## src/verilog/crs_pkg.sv

```systemverilog
// crs_pkg: constants and types shared by the return/sleep/alu execution block
package crs_pkg;
	localparam int          DATA_W      = 8;
	localparam int          FADDR_W     = 7;
	localparam int          PC_W        = 13;
	localparam int          WATCH_W     = 8;
	localparam int          PRE_W       = 8;
	localparam int          STACK_DEPTH = 8;
	localparam int          SP_W        = 3;
	localparam int          RET_CYCLES  = 2;             // return takes two instruction cycles
	localparam logic [7:0]  WATCH_CLR   = 8'h00;         // watchdog value after sleep
	localparam logic [7:0]  PRE_CLEARED = 8'h00;         // prescaler value after sleep
	localparam logic [7:0]  ACC_RESET   = 8'h00;
	localparam logic [12:0] PC_RESET    = 13'h0000;
	localparam logic        TMOUT_RESET = 1'b1;
	localparam logic        PWRDN_RESET = 1'b1;
	localparam logic        DEST_ACC    = 1'b0;          // destination-select: accumulator
	localparam logic        DEST_FILE   = 1'b1;          // destination-select: file register

	// operation selector presented on the op port
	typedef enum logic [3:0] {
		CRS_OP_NONE   = 4'h0,
		CRS_OP_RETURN = 4'h1,
		CRS_OP_SLEEP  = 4'h2,
		CRS_OP_LSUB   = 4'h3,   // literal_minus_acc
		CRS_OP_FSUB   = 4'h4,   // file_minus_acc
		CRS_OP_LXOR   = 4'h5,   // literal_xor_acc
		CRS_OP_FXOR   = 4'h6,   // file_xor_acc
		CRS_OP_SWAP   = 4'h7    // nibble_exchange
	} crs_op_e;

	// sequencer states, one-hot
	typedef enum logic [2:0] {
		CRS_ST_RUN    = 3'b001,
		CRS_ST_REFILL = 3'b010,
		CRS_ST_SLEEP  = 3'b100
	} crs_state_e;
endpackage
```

## src/verilog/crs_core.sv

```systemverilog
// crs_core: execution of return, sleep, subtract, xor and nibble exchange
//
// Operation
// - return pops stack into pc, flags kept
// - return takes two cycles, second refills fetch
// - sleep clears power-down, sets timeout flag
// - sleep clears watchdog counter and prescaler
// - sleep halts oscillator until wake-up
// - literal minus accumulator into accumulator, c/hc/z
// - file minus accumulator, address 0..127, c/hc/z
// - destination bit 0 accumulator, 1 file
// - literal xor accumulator, only zero flag
// - file xor accumulator, routed, only zero
// - nibble exchange swaps halves, no flags
// - nibble exchange destination by select bit
`timescale 1ns/1ns
module crs_core #(
	parameter int STACK_DEPTH = crs_pkg::STACK_DEPTH
) (
	input  wire logic                     clock,        // 10 MHz instruction clock
	input  wire logic                     rst,          // synchronous, active high
	input  wire logic                     op_valid,     // op is presented this cycle
	input  wire logic [3:0]               op,           // operation code
	input  wire logic [7:0]               literal,      // 8-bit literal operand
	input  wire logic [6:0]               file_addr,    // file address 0..127
	input  wire logic                     dest_sel,     // 0 accumulator, 1 file
	input  wire logic [7:0]               file_rdata,   // addressed file register value
	input  wire logic                     push_valid,   // call pushes push_pc
	input  wire logic [12:0]              push_pc,      // return address to push
	input  wire logic                     wake,         // wake-up condition
	output logic                          busy,         // op not accepted this cycle
	output logic [7:0]                    acc,          // accumulator
	output logic [12:0]                   pc,           // program counter
	output logic                          carry_flag,   // carry / not-borrow
	output logic                          half_carry_flag, // digit not-borrow
	output logic                          zero_flag,    // zero result
	output logic                          timeout_flag, // time-out status
	output logic                          power_down_flag, // power-down status
	output logic                          file_we,      // file write strobe
	output logic [6:0]                    file_waddr,   // file write address
	output logic [7:0]                    file_wdata,   // file write data
	output logic [7:0]                    watchdog_counter, // watchdog count
	output logic [7:0]                    watchdog_prescaler, // prescaler count
	output logic                          osc_run,      // main oscillator enable
	output logic                          fetch_refill  // refill cycle after return
);
	//////////////////////////////////////////////////////////////////////////////
	// arithmetic helper: a - b with not-borrow at bit 3 and bit 7
	function automatic logic [9:0] sub_nb(input logic [7:0] a, input logic [7:0] b);
		logic [8:0] full;
		logic [4:0] low;
		full = {1'b0, a} + {1'b0, ~b} + 9'h001;
		low  = {1'b0, a[3:0]} + {1'b0, ~b[3:0]} + 5'h01;
		return {full[8], low[4], full[7:0]};
	endfunction

	//////////////////////////////////////////////////////////////////////////////
	// stack; an overflowing push wraps and overwrites the oldest entry
	logic [12:0]        stack_mem [STACK_DEPTH];
	logic [2:0]         sp;
	crs_pkg::crs_state_e state;

	wire               take      = op_valid && (state == crs_pkg::CRS_ST_RUN);
	wire crs_pkg::crs_op_e opc   = crs_pkg::crs_op_e'(op);
	wire [2:0]         sp_top    = sp - 3'h1;
	wire [12:0]        stack_top_entry = stack_mem[sp_top];
	wire               is_ret    = take && opc == crs_pkg::CRS_OP_RETURN;
	wire               is_sleep  = take && opc == crs_pkg::CRS_OP_SLEEP;

	wire [7:0]         sub_a     = (opc == crs_pkg::CRS_OP_LSUB) ? literal : file_rdata;
	wire [9:0]         sub_r     = sub_nb(sub_a, acc);
	wire [7:0]         xor_r     = acc ^ ((opc == crs_pkg::CRS_OP_LXOR) ? literal : file_rdata);
	wire [7:0]         swap_r    = {file_rdata[3:0], file_rdata[7:4]};
	wire is_sub  = take && (opc == crs_pkg::CRS_OP_LSUB || opc == crs_pkg::CRS_OP_FSUB);
	wire is_xor  = take && (opc == crs_pkg::CRS_OP_LXOR || opc == crs_pkg::CRS_OP_FXOR);
	wire is_swap = take && opc == crs_pkg::CRS_OP_SWAP;
	wire is_file = opc == crs_pkg::CRS_OP_FSUB || opc == crs_pkg::CRS_OP_FXOR
		|| opc == crs_pkg::CRS_OP_SWAP;
	wire [7:0]         result    = is_sub ? sub_r[7:0] : (is_xor ? xor_r : swap_r);
	wire               has_res   = is_sub || is_xor || is_swap;
	wire               to_file   = has_res && is_file && dest_sel == crs_pkg::DEST_FILE;
	wire               to_acc    = has_res && !to_file;

	//////////////////////////////////////////////////////////////////////////////
	// sequencer
	crs_pkg::crs_state_e next_state;
	always_comb begin
		next_state = state;
		unique case (state)
			crs_pkg::CRS_ST_RUN: begin
				if (is_ret)
					next_state = crs_pkg::CRS_ST_REFILL;
				else if (is_sleep)
					next_state = crs_pkg::CRS_ST_SLEEP;
			end
			crs_pkg::CRS_ST_REFILL: next_state = crs_pkg::CRS_ST_RUN;
			crs_pkg::CRS_ST_SLEEP: begin
				if (wake)
					next_state = crs_pkg::CRS_ST_RUN;
			end
			default: next_state = crs_pkg::CRS_ST_RUN;
		endcase
	end

	always_ff @(posedge clock) begin
		if (rst) begin
			state        <= crs_pkg::CRS_ST_RUN;
			busy         <= 1'b0;
			fetch_refill <= 1'b0;
			osc_run      <= 1'b1;
		end else begin
			state        <= next_state;
			busy         <= next_state != crs_pkg::CRS_ST_RUN;
			fetch_refill <= next_state == crs_pkg::CRS_ST_REFILL;
			osc_run      <= next_state != crs_pkg::CRS_ST_SLEEP;
		end
	end

	always_ff @(posedge clock) begin
		if (rst) begin
			sp <= 3'h0;
			pc <= crs_pkg::PC_RESET;
		end else if (is_ret) begin
			sp <= sp_top;
			pc <= stack_top_entry;
		end else if (push_valid && state == crs_pkg::CRS_ST_RUN) begin
			stack_mem[sp] <= push_pc;
			sp            <= sp + 3'h1;
		end
	end

	// sleep side effects; watchdog otherwise free-runs
	always_ff @(posedge clock) begin
		if (rst) begin
			timeout_flag       <= crs_pkg::TMOUT_RESET;
			power_down_flag    <= crs_pkg::PWRDN_RESET;
			watchdog_counter   <= crs_pkg::WATCH_CLR;
			watchdog_prescaler <= crs_pkg::PRE_CLEARED;
		end else if (is_sleep) begin
			timeout_flag       <= 1'b1;
			power_down_flag    <= 1'b0;
			watchdog_counter   <= crs_pkg::WATCH_CLR;
			watchdog_prescaler <= crs_pkg::PRE_CLEARED;
		end else begin
			watchdog_prescaler <= watchdog_prescaler + 8'h01;
			if (watchdog_prescaler == 8'hff)
				watchdog_counter <= watchdog_counter + 8'h01;
		end
	end

	always_ff @(posedge clock) begin
		if (rst) begin
			acc             <= crs_pkg::ACC_RESET;
			carry_flag      <= 1'b0;
			half_carry_flag <= 1'b0;
			zero_flag       <= 1'b0;
			file_we         <= 1'b0;
			file_waddr      <= 7'h00;
			file_wdata      <= 8'h00;
		end else begin
			file_we <= to_file;
			if (to_file) begin
				file_waddr <= file_addr;
				file_wdata <= result;
			end
			if (to_acc)
				acc <= result;
			if (is_sub) begin
				carry_flag      <= sub_r[9];
				half_carry_flag <= sub_r[8];
			end
			if (is_sub || is_xor)
				zero_flag <= result == 8'h00;
		end
	end
endmodule // crs_core

```

## config.mk

```make
export PLATFORM = sky130hd
export DESIGN_NAME = crs_core
export DESIGN_NICKNAME = d
export VERILOG_FILES = /design/src/verilog/crs_pkg.sv /design/src/verilog/crs_core.sv
export SDC_FILE = /design/constraint.sdc
export NUM_CORES = 1
export LEC_CHECK = 0
export ABC_CLOCK_PERIOD_IN_PS = 8500
export BUFFER_PORTS_ARGS = -buffer_cell sky130_fd_sc_hd__buf_2
export CELL_PAD_IN_SITES_DETAIL_PLACEMENT = 1
export CELL_PAD_IN_SITES_GLOBAL_PLACEMENT = 1
export CORE_UTILIZATION = 45
export CTS_CLUSTER_DIAMETER = 40
export DETAILED_ROUTE_END_ITERATION = 8
export PLACE_DENSITY = 0.82
export SLEW_MARGIN = 20
export SYNTH_ARGS = -nofsm -noshare
export SYNTH_HDL_FRONTEND = slang
export SYNTH_SLANG_ARGS = --single-unit
```

## constraint.sdc

```tcl
create_clock -name clock -period 8.5 [get_ports clock]
set_clock_uncertainty 0.2 [all_clocks]
set_input_delay 0.85 -clock clock [delete_from_list [all_inputs] [get_ports clock]]
set_output_delay 0.85 -clock clock [all_outputs]
set_load 0.01 [all_outputs]
```

==> results.toml <==
[cts]
cts_resized = 0
numCtsBuffers = 17
root_buffer = "clkbuf_16"
clock_latency_ns = 0.42
cts_tree = "done"
htreeDepth = 4
cts_hold_buf = 0
cts_setup_buffers = 0
cts_buffer_depth = 2
clk_pin_slew_ns = 0.06
cts_num_sinks = 170

[worst_hold_path]
holdPathStages = 1
hp-start = "power_down_flag"
holdPathEnd = "power_down_flag"
hold_path_class = "reg -> reg"

[job]
maxCapViolations = 0

[finish]
final_layout_size_suffix_gt1_share_pct = 28.8
syn2layout_area_growth_pct = 17.7
nFillCells = 1645
final_common_cell = "buf_2"
nNetsFinal = 730
multiInputGateArea_mm2 = 0.00273
layout_common_cells = "buf_2 (105), edfxtp_1 (104), dfxtp_1 (65)"
finalCoreUtilization_pct = 54.5
diodes = 0
regArea_mm2 = 0.00445

[die]
die_h_um = 130
io_pins = 107
rows = 46
die_x_um = 130
start_util_pct = 46.3
core_area_mm2 = 0.0159
dieArea_mm2 = 0.0169

[route]
drt-pass1-iter-count = 4
vias = 4940
routedWlPerCell_um = 20.3
drt-total-wl_um = 18300
drt_first_iter_violations = 247
vias_per_cell = 5.49
remaining_drc_errors = 0
postRouteAntennaNets = 0

[critical_path]
worstReg2RegEnd = "pc[5]"
cp-startpoint = "op[3]"
critical_path.max_fanout = 15
cp-end-kind = "flop"
worst_path_dominant_cell_family = "simple AND/OR/NAND/NOR gates"
required_ns = 8.63
r2r_slack_ns = 5.46
reg2reg_from = "sp[0]"
crit_arrival_ns = 4.00
critPathSlowestCell = "and4bb_1"
critPathBufInv = 1
crit_type = "in -> reg"
reg2reg_depth = 6
path_cells = "buf_2 > and4bb_1 > mux2_2 > ha_1 > a21o_1 > a21o_1 > o211a_1 > or4_1 > o211a_1 > o31ai_2"
cpPeakStageDelay_ns = 0.66
critical_path.startpoint_type = "input port"

[synth]
synth_edf_count = 104
synthFlopType = "edfxtp_1"
ys_warn_count = 0
async_flop_share_pct = 0
yosysSeqAreaShare_pct = 60.2
synth_top_cell_area_share_pct = 42.3
yosys_register_bits = 170
syn-num-nets = 622
synth_top_cells_by_area = "edfxtp_1 (42%), dfxtp_1 (18%), mux4_2 (7.9%), nor2_1 (3.3%), mux2i_1 (3.0%)"
synthCells = 563
ys_types = 62
netlist_area_mm2 = 0.00738
yosys.area.top_type = "edfxtp_1"
avgSynthCellArea_um2 = 13.1

[grt]
grt_first_pass_wirelength_um = 28400
grt_antenna_before_repair = 1
grt_max_degree = 52
grt.total_usage_pct = 22.8
grt_pass1_vias = 5305
globalRouteOverflowTotal = 0

[sta]
hold_viol = 0
fmax_ghz = 0.259
maxSlewHeadroom_pct = 29.7
holdWs_ns = 0.258
drv_slew = 0
period_share_pct = 45.5
rsz0062_at_grt = "no"
fin_setup_tns_ns = 0
period_minus_slack_ns = 3.86
worst_pin_slew_ns = 1.05
finalSetupViolations = 0

[placed_design]
gp_congestion = 0.875
dp_hpwl_um = 13000
io_buffers = 105

[power_and_ir_drop]
p_seq_share_pct = 49.8
p_int_uw = 1360
p_leak_uw = 0.00320
power_uw = 1830
vdd_ir_drop_max_mv = 0.138
p_per_area_mw_per_mm2 = 210
p_comb_share_pct = 11.3
sw_frac_of_total_pct = 25.4
p_clk_share_pct = 38.9
p_sw_uw = 465

[status]
status = "complete, no violations"
==> synthesized netlist by cell type (11+ instances only) <==
cell,number
a211oi_1,25
a21oi_1,25
clkbuf_1,11
dfxtp_1,66
edfxtp_1,104
ha_1,12
inv_1,19
mux2i_1,22
mux4_2,26
nand2_1,36
nand3_1,12
nor2_1,64
xnor2_1,14
xor2_1,12
==> sequential cells by signal, summed over array words and instances, names as in the netlist <==
register / count
state: 3
file_wdata: 8
stack_mem: 104
acc: 8
watchdog_prescaler: 8
half_carry_flag: 1
power_down_flag: 1
zero_flag: 1
pc: 13
osc_run: 1
file_waddr: 7
sp: 3
busy: 1
watchdog_counter: 8
carry_flag: 1
file_we: 1
fetch_refill: 1
==> how the worst max path moves through the flow <==
stage,endpoint,slack (ns),cells after the start
4_1_cts,zero_flag,4.67,10
5_1_grt,zero_flag,4.47,10
2_1_floorplan,zero_flag,4.75,13
3_5_place_dp,zero_flag,4.23,10
6_report,zero_flag,4.64,10
3_3_place_gp,zero_flag,4.33,10
==> cells by family (layout without fill, tap and decap cells) <==
kind of cell	after synthesis	after routing	share of synthesized area, %
buf+inv	49	170	3.05
other cells	1	1	0.0508
xor+xnor	26	26	3.08
simple gates	160	160	10.7
mux	51	51	11.4
compound gates	93	93	9.24
fa+ha+maj	13	13	2.30
flops	170	170	60.2
==> layer usage <==
layer,track usage (%),routed length [µm],vias to the layer above
met1,27.3,7630,2481
met2,40.7,9610,110
li1,-,-,2313
met5,0,13,-
met3,4.22,653,34
met4,8.89,395,2
==> through the flow <==
stage               area (µm²)  setup WS (ns)  cells
finish                    8690           4.64    900
global route              8690           4.47    900
CTS                       8690           4.67    900
detailed placement        8150           4.23    868
global placement          8140           4.33    868
floorplan                 7380           4.75    563
==> power by group through the flow <==
stage | sequential [µW] | combinational, µW | clock [µW]
finish | 910 | 207 | 712
detailed placement | 929 | 207 | 0
floorplan | 918 | 148 | 0
global route | 913 | 224 | 756
global placement | 927 | 197 | 0
CTS | 911 | 208 | 726
==> cell type report <==
type | instances | area share, %
inverters | 19 | 0.820
flip-flops and latches | 170 | 51.2
clock buffers | 18 | 4.94
repair buffers | 119 | 7.25
well taps | 216 | 3.11
clock inverters | 14 | 1.28
multi-input cells | 344 | 31.4
Note: power is estimated with default switching activity, not from simulation.
